<file path="src/power_ctrl_pkg.sv">
// package of register map, field layout and state types for the power controller
// assumes a 32-bit AXI4-Lite register bus and one system clock
package power_ctrl_pkg;
    // ----------------------------------------------------------------
    // register byte offsets
    // ----------------------------------------------------------------
    localparam logic [4:0] OFS_CTRL = 5'h00;  // power_control_reg
    localparam logic [4:0] OFS_STAT = 5'h04;  // power_control_status_reg
    localparam logic [4:0] OFS_CDIV = 5'h08;  // clock divider register
    localparam logic [4:0] OFS_IRQS = 5'h0c;  // sticky interrupt status, write one to clear
    localparam logic [4:0] OFS_IRQM = 5'h10;  // interrupt mask
    // ----------------------------------------------------------------
    // field positions and widths
    // ----------------------------------------------------------------
    localparam int CTRL_EN_BIT = 0;           // monitor_enable_bit
    localparam int CTRL_THR_LSB = 1;          // threshold_select
    localparam int THR_W = 3;
    localparam int STAT_FLAG_BIT = 0;         // monitor_output_flag
    localparam int STAT_MODE_LSB = 1;
    localparam int DIV_W = 4;                 // each divider field
    localparam int NUM_DIV = 3;               // system, bus, peripheral bus
    localparam int IRQ_W = 4;
    localparam int IRQ_FELL = 0;              // supply fell below threshold
    localparam int IRQ_ROSE = 1;              // supply rose above threshold
    localparam int IRQ_SKIP = 2;              // stop entry skipped
    localparam int IRQ_WAKE = 3;              // woke from stop
    // ----------------------------------------------------------------
    // reset values and bus answers
    // ----------------------------------------------------------------
    localparam logic [31:0] CTRL_RST = 32'h0000_0000;
    localparam logic [31:0] CDIV_RST = 32'h0000_0000;
    localparam logic [IRQ_W-1:0] IRQ_RST = 4'h0;
    localparam logic [1:0] RESP_OKAY = 2'h0;
    localparam logic [1:0] RESP_SLVERR = 2'h2;
    // ----------------------------------------------------------------
    // synchronised input bit positions
    // ----------------------------------------------------------------
    localparam int SYN_W = 4;
    localparam int SYN_POR = 0;               // supply above power_down_reset limit
    localparam int SYN_PIN = 1;               // external_reset_pin level
    localparam int SYN_AFALL = 2;             // supply above falling threshold
    localparam int SYN_ARISE = 3;             // supply above rising threshold
    // low-power modes
    typedef enum logic [1:0] {ST_RUN, ST_SLEEP, ST_STOP} lp_state_t;
endpackage : power_ctrl_pkg

</file>
<file path="src/sync_bus_if.sv">
// interface carrying raw asynchronous levels and their cleaned versions
// assumes one clock on both ends
interface sync_bus_if #(parameter int W = 4);
    logic [W-1:0] raw;   // asynchronous pins
    logic [W-1:0] lvl;   // agreed level
    modport user (output raw, input lvl);
    modport syncer (input raw, output lvl);
endinterface : sync_bus_if

</file>
<file path="src/power_monitor_low_power_ctrl.sv">
// power controller: supply reset hold, supply monitor with hysteresis,
// sleep and stop sequencing, clock divider enables, AXI4-Lite registers
// assumes core, event controller and clock controller on the same MCLK;
// analog comparators and the reset pin arrive asynchronously
module power_monitor_low_power_ctrl
    import power_ctrl_pkg::*;
(
    // clock and power-on reset
    input wire logic MCLK,
    input wire logic RST,
    // AXI4-Lite slave
    input wire logic [31:0] S_AXI_AWADDR,
    input wire logic S_AXI_AWVALID,
    output logic S_AXI_AWREADY,
    input wire logic [31:0] S_AXI_WDATA,
    input wire logic [3:0] S_AXI_WSTRB,
    input wire logic S_AXI_WVALID,
    output logic S_AXI_WREADY,
    output logic [1:0] S_AXI_BRESP,
    output logic S_AXI_BVALID,
    input wire logic S_AXI_BREADY,
    input wire logic [31:0] S_AXI_ARADDR,
    input wire logic S_AXI_ARVALID,
    output logic S_AXI_ARREADY,
    output logic [31:0] S_AXI_RDATA,
    output logic [1:0] S_AXI_RRESP,
    output logic S_AXI_RVALID,
    input wire logic S_AXI_RREADY,
    // analog supply comparators and reset pin
    input wire logic SUPPLY_ABOVE_LIMIT,
    input wire logic SUPPLY_ABOVE_FALL_THR,
    input wire logic SUPPLY_ABOVE_RISE_THR,
    output logic [2:0] THRESHOLD_SELECT,
    input wire logic EXT_RESET_PIN_I,
    output logic EXT_RESET_PIN_O,
    output logic EXT_RESET_PIN_OE_N,
    output logic SYSTEM_RESET,
    // monitor event line to the event controller
    output logic MONITOR_EVENT_LINE,
    // processor core
    input wire logic CORE_WFI,
    input wire logic CORE_WFE,
    input wire logic DEEP_SLEEP_SELECT,
    input wire logic IRQ_PENDING,
    input wire logic WAKE_EVENT,
    input wire logic EVENT_PENDING_ANY,
    // clock controller and regulator
    output logic CPU_CLK_EN,
    output logic PERIPH_CLK_EN,
    output logic SYS_CLK_TICK,
    output logic BUS_CLK_TICK,
    output logic PBUS_CLK_TICK,
    output logic SELECT_FAST_OSC,
    output logic REGULATOR_LOW_POWER,
    output logic IRQ
);
    // ----------------------------------------------------------------
    // input synchronisers
    // ----------------------------------------------------------------
    sync_bus_if #(.W(SYN_W)) sb ();
    assign sb.raw[SYN_POR] = SUPPLY_ABOVE_LIMIT;
    assign sb.raw[SYN_PIN] = EXT_RESET_PIN_I;
    assign sb.raw[SYN_AFALL] = SUPPLY_ABOVE_FALL_THR;
    assign sb.raw[SYN_ARISE] = SUPPLY_ABOVE_RISE_THR;

    // comparators pass four flops before any edge is taken
    input_syncer #(.W(SYN_W)) u_sync (
        .clk(MCLK),
        .rst(RST),
        .sb(sb)
    );

    // ----------------------------------------------------------------
    // registers and bus state
    // ----------------------------------------------------------------
    logic [31:0] ctrl_q;
    logic [31:0] cdiv_q;
    logic [IRQ_W-1:0] irqs_q, irqs_d, irqm_q, irq_set;
    logic aw_got_q, w_got_q, bvalid_q, rvalid_q;
    logic [4:0] awaddr_q;
    logic [31:0] wdata_q, rdata_q;
    logic [3:0] wstrb_q;
    logic [1:0] bresp_q, rresp_q;
    lp_state_t state_q, state_d;
    logic wfe_q, fast_osc_q, below_q, below_d, sysrst_q;
    logic [DIV_W-1:0] div_cnt_q [NUM_DIV];
    logic [NUM_DIV-1:0] tick;

    // ----------------------------------------------------------------
    // write channel decode
    // ----------------------------------------------------------------
    wire wr_fire = aw_got_q && w_got_q && !bvalid_q;
    wire wr_ctrl = wr_fire && (awaddr_q == OFS_CTRL);
    wire wr_cdiv = wr_fire && (awaddr_q == OFS_CDIV);
    wire wr_irqs = wr_fire && (awaddr_q == OFS_IRQS);
    wire wr_irqm = wr_fire && (awaddr_q == OFS_IRQM);
    wire wr_ok = wr_ctrl || wr_cdiv || wr_irqs || wr_irqm || (awaddr_q == OFS_STAT);
    wire [31:0] wmask = {{8{wstrb_q[3]}}, {8{wstrb_q[2]}}, {8{wstrb_q[1]}}, {8{wstrb_q[0]}}};
    assign S_AXI_AWREADY = !aw_got_q && !bvalid_q;
    assign S_AXI_WREADY = !w_got_q && !bvalid_q;
    assign S_AXI_BVALID = bvalid_q;
    assign S_AXI_BRESP = bresp_q;

    // address and data latch independently; response follows both
    always_ff @(posedge MCLK or posedge RST) begin
        if (RST) begin
            aw_got_q <= 1'b0;
            w_got_q <= 1'b0;
            bvalid_q <= 1'b0;
            awaddr_q <= 5'h00;
            wdata_q <= 32'h0000_0000;
            wstrb_q <= 4'h0;
            bresp_q <= RESP_OKAY;
        end else begin
            if (S_AXI_AWVALID && S_AXI_AWREADY) begin
                aw_got_q <= 1'b1;
                awaddr_q <= S_AXI_AWADDR[4:0];
            end
            if (S_AXI_WVALID && S_AXI_WREADY) begin
                w_got_q <= 1'b1;
                wdata_q <= S_AXI_WDATA;
                wstrb_q <= S_AXI_WSTRB;
            end
            if (wr_fire) begin
                aw_got_q <= 1'b0;
                w_got_q <= 1'b0;
                bvalid_q <= 1'b1;
                bresp_q <= wr_ok ? RESP_OKAY
                                 : RESP_SLVERR;
            end else if (bvalid_q && S_AXI_BREADY) begin
                bvalid_q <= 1'b0;
            end
        end
    end

    // software-writable registers; enable and threshold steer the monitor
    always_ff @(posedge MCLK or posedge RST) begin
        if (RST) begin
            ctrl_q <= CTRL_RST;
            cdiv_q <= CDIV_RST;
            irqm_q <= IRQ_RST;
        end else begin
            if (wr_ctrl) begin
                ctrl_q <= (ctrl_q & ~wmask) | (wdata_q & wmask);
            end
            if (wr_cdiv) begin
                cdiv_q <= (cdiv_q & ~wmask) | (wdata_q & wmask);
            end
            if (wr_irqm && wstrb_q[0]) begin
                irqm_q <= wdata_q[IRQ_W-1:0];
            end
        end
    end

    // ----------------------------------------------------------------
    // read channel
    // ----------------------------------------------------------------
    wire [4:0] raddr = S_AXI_ARADDR[4:0];
    wire [31:0] stat_word = {{(31-STAT_MODE_LSB-1){1'b0}}, state_q, below_q};
    wire rd_hit = (raddr == OFS_CTRL) || (raddr == OFS_STAT) || (raddr == OFS_CDIV)
                  || (raddr == OFS_IRQS) || (raddr == OFS_IRQM);
    wire [31:0] rd_word = (raddr == OFS_CTRL) ? ctrl_q :
                          (raddr == OFS_STAT) ? stat_word :
                          (raddr == OFS_CDIV) ? cdiv_q :
                          (raddr == OFS_IRQS) ? {{(32-IRQ_W){1'b0}}, irqs_q} :
                          (raddr == OFS_IRQM) ? {{(32-IRQ_W){1'b0}}, irqm_q} : 32'h0000_0000;
    assign S_AXI_ARREADY = !rvalid_q;
    assign S_AXI_RVALID = rvalid_q;
    assign S_AXI_RDATA = rdata_q;
    assign S_AXI_RRESP = rresp_q;

    // one read at a time, answered the cycle after address is taken
    always_ff @(posedge MCLK or posedge RST) begin
        if (RST) begin
            rvalid_q <= 1'b0;
            rdata_q <= 32'h0000_0000;
            rresp_q <= RESP_OKAY;
        end else if (S_AXI_ARVALID && S_AXI_ARREADY) begin
            rvalid_q <= 1'b1;
            rdata_q <= rd_word;
            rresp_q <= rd_hit ? RESP_OKAY : RESP_SLVERR;
        end else if (rvalid_q && S_AXI_RREADY) begin
            rvalid_q <= 1'b0;
        end
    end

    // ----------------------------------------------------------------
    // supply monitor with hysteresis
    // ----------------------------------------------------------------
    wire mon_en = ctrl_q[CTRL_EN_BIT];
    assign THRESHOLD_SELECT = ctrl_q[CTRL_THR_LSB +: THR_W];
    // below falls on the low threshold, clears above the high one or while the monitor is disabled
    assign below_d = !mon_en ? 1'b0 :
                     !sb.lvl[SYN_AFALL] ? 1'b1 :
                     sb.lvl[SYN_ARISE] ? 1'b0 : below_q;
    wire ev_fell = below_d && !below_q;
    wire ev_rose = !below_d && below_q && mon_en;

    // monitor flag drives the event line directly
    always_ff @(posedge MCLK or posedge RST) begin
        if (RST) begin
            below_q <= 1'b0;
        end else begin
            below_q <= below_d;
        end
    end
    assign MONITOR_EVENT_LINE = below_q;

    // ----------------------------------------------------------------
    // supply reset hold and reset pin
    // ----------------------------------------------------------------
    // pin is pulled low while supply is below limit; a low pin also resets
    always_ff @(posedge MCLK or posedge RST) begin
        if (RST) begin
            sysrst_q <= 1'b1;
            EXT_RESET_PIN_OE_N <= 1'b0;
        end else begin
            sysrst_q <= !sb.lvl[SYN_POR] || !sb.lvl[SYN_PIN];
            EXT_RESET_PIN_OE_N <= sb.lvl[SYN_POR];
        end
    end
    assign EXT_RESET_PIN_O = 1'b0;
    assign SYSTEM_RESET = sysrst_q;

    // ----------------------------------------------------------------
    // low-power sequencer
    // ----------------------------------------------------------------
    wire lp_req = CORE_WFI || CORE_WFE;
    wire wake_now = wfe_q ? WAKE_EVENT : IRQ_PENDING;
    wire stop_skip = (state_q == ST_RUN) && lp_req && DEEP_SLEEP_SELECT && EVENT_PENDING_ANY;
    wire stop_exit = (state_q == ST_STOP) && wake_now;

    // next mode from core requests and wake sources
    always_comb begin
        state_d = state_q;
        unique case (state_q)
            ST_RUN: begin
                if (lp_req && DEEP_SLEEP_SELECT && !EVENT_PENDING_ANY) begin
                    state_d = ST_STOP;
                end else if (lp_req && !DEEP_SLEEP_SELECT) begin
                    state_d = ST_SLEEP;
                end
            end
            ST_SLEEP: begin
                if (wake_now) begin
                    state_d = ST_RUN;
                end
            end
            ST_STOP: begin
                if (wake_now) begin
                    state_d = ST_RUN;
                end
            end
        endcase
    end

    // mode register; remembers WFE entry to pick the wake source
    always_ff @(posedge MCLK or posedge RST) begin
        if (RST) begin
            state_q <= ST_RUN;
            wfe_q <= 1'b0;
            fast_osc_q <= 1'b0;
        end else begin
            state_q <= state_d;
            if (state_q == ST_RUN && lp_req) begin
                wfe_q <= CORE_WFE && !CORE_WFI;
            end
            fast_osc_q <= stop_exit;
        end
    end

    // clock gates open in the very cycle a wake source arrives
    assign CPU_CLK_EN = (state_q == ST_RUN) || wake_now;
    assign PERIPH_CLK_EN = (state_q != ST_STOP) || wake_now;
    assign REGULATOR_LOW_POWER = (state_q == ST_STOP);
    assign SELECT_FAST_OSC = fast_osc_q;

    // ----------------------------------------------------------------
    // clock dividers
    // ----------------------------------------------------------------
    // divide by field+1; ticks halt with the peripheral clocks in stop
    generate
        for (genvar i = 0; i < NUM_DIV; i++) begin : g_div
            wire [DIV_W-1:0] div_val = cdiv_q[i*DIV_W +: DIV_W];
            assign tick[i] = PERIPH_CLK_EN && (div_cnt_q[i] == '0);
            always_ff @(posedge MCLK or posedge RST) begin
                if (RST) begin
                    div_cnt_q[i] <= '0;
                end else if (tick[i]) begin
                    div_cnt_q[i] <= div_val;
                end else if (PERIPH_CLK_EN) begin
                    div_cnt_q[i] <= div_cnt_q[i] - 1'b1;
                end
            end
        end
    endgenerate
    assign SYS_CLK_TICK = tick[0];
    assign BUS_CLK_TICK = tick[1];
    assign PBUS_CLK_TICK = tick[2];

    // ----------------------------------------------------------------
    // interrupt status and mask
    // ----------------------------------------------------------------
    assign irq_set = {stop_exit, stop_skip, ev_rose, ev_fell};
    // a new event in the clearing cycle survives the clear
    assign irqs_d = (irqs_q & ~((wr_irqs && wstrb_q[0]) ? wdata_q[IRQ_W-1:0] : 4'h0)) | irq_set;
    always_ff @(posedge MCLK or posedge RST) begin
        if (RST) begin
            irqs_q <= IRQ_RST;
        end else begin
            irqs_q <= irqs_d;
        end
    end
    assign IRQ = |(irqs_q & irqm_q);
endmodule : power_monitor_low_power_ctrl

</file>
<file path="src/input_syncer.sv">
// three-stage synchroniser with agreement filter per bit
// assumes raw inputs come from outside the clock domain; lvl resets low
module input_syncer
    import power_ctrl_pkg::*;
#(
    parameter int W = SYN_W
) (
    // clock and reset
    input wire logic clk,
    input wire logic rst,
    // levels in and out
    sync_bus_if.syncer sb
);
    generate
        for (genvar i = 0; i < W; i++) begin : g_bit
            logic s1_q, s2_q, s3_q, lvl_q;
            // first flop feeds only the second; change counts once stages 2 and 3 agree
            always_ff @(posedge clk or posedge rst) begin
                if (rst) begin
                    s1_q <= 1'b0;
                    s2_q <= 1'b0;
                    s3_q <= 1'b0;
                    lvl_q <= 1'b0;
                end else begin
                    s1_q <= sb.raw[i];
                    s2_q <= s1_q;
                    s3_q <= s2_q;
                    if (s2_q == s3_q) begin
                        lvl_q <= s3_q;
                    end
                end
            end
            // filtered level; edges are taken downstream from this
            assign sb.lvl[i] = lvl_q;
        end
    endgenerate
endmodule : input_syncer

</file>
<file path="config.mk">
export PLATFORM = sky130hd
export DESIGN_NAME = power_monitor_low_power_ctrl
export DESIGN_NICKNAME = d
export VERILOG_FILES = /design/src/power_ctrl_pkg.sv /design/src/sync_bus_if.sv /design/src/power_monitor_low_power_ctrl.sv /design/src/input_syncer.sv
export SDC_FILE = /design/constraint.sdc
export NUM_CORES = 1
export LEC_CHECK = 0
export BUFFER_PORTS_ARGS = -buffer_cell sky130_fd_sc_hd__buf_4
export CAP_MARGIN = 5
export CORE_MARGIN = 2
export CORE_UTILIZATION = 54
export CTS_CLUSTER_SIZE = 25
export DETAILED_ROUTE_END_ITERATION = 8
export PLACE_DENSITY = 0.81
export SYNTH_ARGS = -nofsm -noshare
export SYNTH_HDL_FRONTEND = slang
export SYNTH_SLANG_ARGS = --single-unit
</file>
<file path="constraint.sdc">
create_clock -name MCLK -period 8 [get_ports MCLK]
set_input_delay 1.6 -clock MCLK [delete_from_list [all_inputs] [get_ports MCLK]]
set_output_delay 1.6 -clock MCLK [all_outputs]
set_load 0.1 [all_outputs]
</file>
==> impl_results.md, run 1 <==
* Post-place setup slack at 3180 ps
* Crit path top cell by count: buf_4
* Min-Delay Startpoint: u_sync.g_bit[0].s1_q
* Critical path arrival at 3230 ps
* Int Pwr at 2.20 mW
* RSZ-0062 raised after global routing: false
* FF-to-FF path depth at 4
* Crit start category: input port
* PwrDens at 388 nW/um^2
* Flops & latches, synth at 186
* Core Area at 13,900 um^2
* Crit path kind: input port to primary output
* Post-route DRC violation count at 0
* Setup TNS at 0 ps
* Starting Density at 0.552
* First-pass GRT wire length at 27,200 um
* 1st-pass router iterations at 5
* Total grt overflow at 0
* Synth Area per Inst at 12.8 um^2
* WL final at 16,600 um
* Hold Crit Depth at 0
* Post-Synth Adder-Cell Area at 0.0183
* Synth Cell Area at 7660 um^2
* Clock sinks at 186
* CTS buffer count at 17
* Final worst slack at 3170 ps
* P_sw at 1.40 mW
* Ports at 173
* Post-synthesis simple-gate area fraction at 0.0903
* Area Growth Syn to Fin at 21.1%
* Die Wd at 123 um
* Nets at 833
* Clock skew at 6.93 ps
* Initial drt markers at 348
* Root Driver: clkbuf_16
* Diode count at 0
* Worst-path maximum fanout at 20
* Sw Share at 0.389
* Proportion of layout cells with a drive suffix above 1 at 0.378
* DR vias/cell at 5.71
* H-tree levels at 4
* Mux contribution to synthesized area at 0.166
* DP HPWL at 11,000 um
* Measured slew at the worst slew-check pin at 1230 ps
* RR Startpoint: S_AXI_BVALID
* Worst slew margin at 0.179
* Hold Path End: u_sync.g_bit[0].s2_q
* Static leakage at 4.40 nW
* Vias post-DR at 5,129
* Setup bufs post-CTS at 0
* Synth cell types at 51
* Initial antenna violation count at 0
* Largest net degree at the start of global routing at 101
* Compound-Gate Fraction of Synth Area at 0.0907
* Worst-path clk slew at 60 ps
* Number of global-route vias before repair at 5,414
* Fmax achieved at 207 MHz
* WP data required at 6400 ps
* Largest family of logic cells by synthesized area: multiplexers
* Flop pwr share at 0.410
* Final count of negative-setup-slack endpoints at 0
* Asr flop ratio synth at 1.00
* Die span in y at 123 um
* Die area at 15,200 um^2
* CP Capture Type: primary output
* Cell chain of the critical path: buf_4 -> mux2i_1 -> and2_1 -> inv_1 -> buf_4
* Input/output buffers at 115
* Slowest CP cell: and2_1
* Status: finished, final reports clean
* # resized after CTS at 0
* Longest Clk Path Bufs at 2
* Worst path top cell family by delay: buffers and inverters
* Drt wl/cell at 18.5 um
* Max VDD drop at 0.000237 V
* Top_reg_cell synth: dfrtp_1
* Row count at 43
* Final period util at 0.604
* EDFF count, synth at 0
* Synth warnings at 0
* Hold Buf Count CTS at 0
* Comb power frac at 0.344
* Post-Syn Instances at 598
* Slew Viols, Final at 0
* DRT antenna net count at 0
* Fin. Hold Viols at 0
* Clk pwr share at 0.246
* WP buf/inv at 3
* Seq/Total Area, Yosys at 0.608
* Fin crit period at 4830 ps
* Clock Latency Late Sink at 430 ps
* Hold slack at 353 ps
* Tightest Hold Check Type: flip-flop to flip-flop
* Slowest stage delay, CP at 480 ps
* GPL Wtd Cong at 0.863
* TritonCTS clock tree: yes
* XOR/XNOR share of the synthesized area at 0
* Global Route Usage Sum at 0.236
* Final Power at 3.60 mW
* Reg2reg setup slack at 5650 ps
* Max_cap viols at 0
layout by cell type, fill, tap and decap left out, types with 4 or more instances in the layout:
cell and instances:
a31oi_1 6, nor3_1 9, clkbuf_16 17, bufinv_16 4, nand2b_1 8, ha_1 8, nor2_1 71, o21ai_0 18
inv_1 15, mux2_2 109, buf_4 119, a221oi_1 28, maj3_1 4, nor2b_1 6, nand2_2 4, dfrtp_1 185
nand2_1 20, a21oi_1 17
worst reg2reg max path: stages, from the launching register on:
cell and delay [ps]:
dfrtp_1 420, nand3b_1 440, nor4_2 580, nand2_1 410, mux2_2 390
area by class of cell:
cell class	instances	area, um^2
Clock buffer	19	453
Clock inverter	11	169
Fill cell	1020	4610
Inverter	16	65.1
Multi-Input combinational cell	368	2810
Sequential cell	186	4660
Tap cell	180	225
Timing Repair Buffer	119	893
power by group through the flow:
stage	Sequential (mW)	Combinational [mW]	Clock, mW
floorplan	1.71	0.703	0
global placement	1.45	1.19	0
detailed placement	1.48	1.24	0
CTS	1.47	1.25	0.901
global route	1.51	1.32	0.945
finish	1.48	1.24	0.886
Yosys cell counts (9+ instances only):
master,count,area (um^2)
clkbuf_1,17,63.8
mux2_2,109,1230
a221oi_1,28,245
nand2_1,20,75.1
inv_1,16,60.1
a21oi_1,17,85.1
o21ai_0,18,90.1
dfrtp_1,185,4630
nor3_1,9,45.0
nor2_1,71,267
metal layers:
metal	GRT usage	wire (um)
met1	0.295	6860
met3	0.0526	726
met2	0.405	8750
met4	0.0874	278
met5	0	0
cell families after synthesis:
group | after synthesis
other cells | 1
flops | 186
simple gates | 142
compound gates | 98
mux | 113
fa+ha+maj | 12
buf+inv | 46
worst max-delay path by stage:
stage | depth (start not counted) | slack [ps] | end | from
2_1_floorplan | 1 | 1340 | EXT_RESET_PIN_OE_N | RST
3_3_place_gp | 5 | 3220 | PERIPH_CLK_EN | WAKE_EVENT
3_5_place_dp | 5 | 3180 | PERIPH_CLK_EN | WAKE_EVENT
4_1_cts | 5 | 3180 | PERIPH_CLK_EN | WAKE_EVENT
5_1_grt | 5 | 3050 | PERIPH_CLK_EN | WAKE_EVENT
6_report | 5 | 3170 | PERIPH_CLK_EN | WAKE_EVENT
through the flow:
| stage | instances | area, um^2 | util |
|---|---|---|---|
| global route | 899 | 9280 | 0.668 |
| CTS | 899 | 9280 | 0.668 |
| detailed placement | 869 | 8650 | 0.623 |
| global placement | 869 | 8650 | 0.623 |
| floorplan | 600 | 7670 | - |
| finish | 899 | 9280 | 0.668 |
(Power assumes the default switching activity.)
==> inputs of run 2 (changes only) <==
Settings changed: CORE_UTILIZATION 54 to 49, PLACE_DENSITY 0.81 to 0.77.
Clock period 8 ns to 4.3 ns, I/O delays scaled along.
==> impl_results.md, run 2 (synthesized netlist as in run 1, its figures left out) <==
* Clock skew at 9.22 ps (+2.29 ps)
* Root Driver: clkbuf_16
* Worst slew margin at 0.172 (-0.00723)
* GPL Wtd Cong at 0.881 (+2.1%)
* Setup bufs post-CTS at 0 (unchanged)
* Max_cap viols at 0 (unchanged)
* WL final at 16,200 um (-2.3%)
* Die span in y at 129 um (+4.8%)
* DR vias/cell at 5.52 (-3.3%)
* DRT antenna net count at 0 (unchanged)
* Die Wd at 129 um (+4.8%)
* Post-route DRC violation count at 0 (unchanged)
* CTS buffer count at 17 (unchanged)
* Largest net degree at the start of global routing at 187 (+85%)
* Global Route Usage Sum at 0.205 (-0.0312)
* Most common cell after layout, fill and taps aside: dfrtp_1
* DP HPWL at 11,000 um (about the same)
* Die area at 16,600 um^2 (+9.9%)
* TritonCTS clock tree: yes
* Reg2reg setup slack at 1930 ps (-3720 ps)
* Crit path kind: input port to primary output
* Final worst slack at 976 ps (-2190 ps)
* Final period util at 0.773
* Post-place setup slack at 990 ps (-2190 ps)
* Longest Clk Path Bufs at 2 (unchanged)
* Status: finished, final reports clean
* First-pass GRT wire length at 26,200 um (-3.5%)
* Setup TNS at 0 ps (unchanged)
* Measured slew at the worst slew-check pin at 1240 ps (+10.8 ps)
* Fin crit period at 3320 ps
* RSZ-0062 raised after global routing: false
* PwrDens at 709 nW/um^2 (+83%)
* Starting Density at 0.502 (-0.0498)
* H-tree levels at 4 (unchanged)
* Ports at 173 (unchanged)
* Crit start category: input port
* Nets at 834 (+0.12%)
* Input/output buffers at 115 (unchanged)
* CP Capture Type: primary output
* Max VDD drop at 0.000470 V (+98%)
* Diode count at 0 (unchanged)
* Initial drt markers at 284 (-18%)
* Final count of negative-setup-slack endpoints at 0 (unchanged)
* Most frequent cells in the layout: 185 x dfrtp_1, 119 x buf_4, 109 x mux2_2
* Core Area at 15,300 um^2 (+9.9%)
* Worst-path maximum fanout at 20 (unchanged)
* Row count at 45 (+4.7%)
* Static leakage at 4.37 nW (-0.52%)
* 1st-pass router iterations at 4 (-1)
* Tightest Hold Check Type: flip-flop to flip-flop
* Clock sinks at 186 (unchanged)
* WP data required at 3440 ps (-2960 ps)
* Clock Latency Late Sink at 430 ps (about the same)
* Vias post-DR at 5,142 (+0.25%)
* Worst-path clk slew at 60 ps (about the same)
* Number of global-route vias before repair at 5,238 (-3.3%)
* Proportion of layout cells with a drive suffix above 1 at 0.379 (about the same)
* Total grt overflow at 0 (unchanged)
* Initial antenna violation count at 0 (unchanged)
* Critical path arrival at 2460 ps (-770 ps)
* Fmax achieved at 301 MHz
* Drt wl/cell at 17.4 um (-5.7%)
* Area Growth Syn to Fin at 21.4%
* Fin. Hold Viols at 0 (unchanged)
* # resized after CTS at 0 (unchanged)
* Hold Buf Count CTS at 0 (unchanged)
* Slew Viols, Final at 0 (unchanged)
==> run 2: cell count changes in the layout (fill, tap and decap cells not counted) <==
cell / before / now
buf_12: 0 / 1
bufinv_16: 4 / 2
clkinvlp_4: 1 / 4
clkbuf_8: 2 / 1
clkinv_2: 3 / 1
inv_6: 3 / 5
clkbuf_1: 0 / 1
==> run 2: path summary, 6_finish.rpt <==
path,startpoint,depth (start not counted),end
max,WAKE_EVENT,5,PERIPH_CLK_EN
max reg2reg,S_AXI_BVALID,4,flip-flop
min reg2reg,u_sync.g_bit[1].s1_q,0,u_sync.g_bit[1].s2_q
min,u_sync.g_bit[1].s1_q,0,u_sync.g_bit[1].s2_q
max in group asynchronous,RST,3,awaddr_q[1]
min in group asynchronous,RST,3,awaddr_q[2]
==> run 2: cell type report <==
cell class                 count  area [um^2]
clock inverter                12          140
fill                        1206         5960
inverter                      16         63.8
multi-input combinational    368         2810
clock buffer                  19          443
timing repair buffer         120          913
tap                          211          264
sequential                   186         4660
==> run 2: worst max-delay path, stage by stage <==
cell     delay [ps]
buf_4           110
mux2i_1         280
and2_1          470
inv_1           390
buf_4           350
==> run 2: per-layer routing <==
layer	GRT usage	wire (um)
met5	0	0
met2	0.340	8310
met4	0.0978	419
met3	0.0380	565
met1	0.263	6940
==> run 2: power breakdown <==
group          leakage [nW]  internal [mW]  total (mW)  switching (mW)
clock                 0.277          0.877        1.55           0.675
sequential             2.33           2.30        2.73           0.428
combinational          1.76          0.798        2.31            1.51
total                  4.37           3.98        6.59            2.61
==> run 2: per-stage QoR <==
step / hold slack, ps / util / area [um^2] / std cells / power (mW)
2_1_floorplan: 331 / - / 7670 / 600 / 4.50
3_3_place_gp: 334 / 0.571 / 8710 / 901 / 4.93
3_5_place_dp: 339 / 0.571 / 8710 / 901 / 5.07
4_1_cts: 357 / 0.609 / 9290 / 932 / 6.63
5_1_grt: 360 / 0.609 / 9290 / 932 / 6.91
6_report: 354 / 0.609 / 9290 / 932 / 6.59
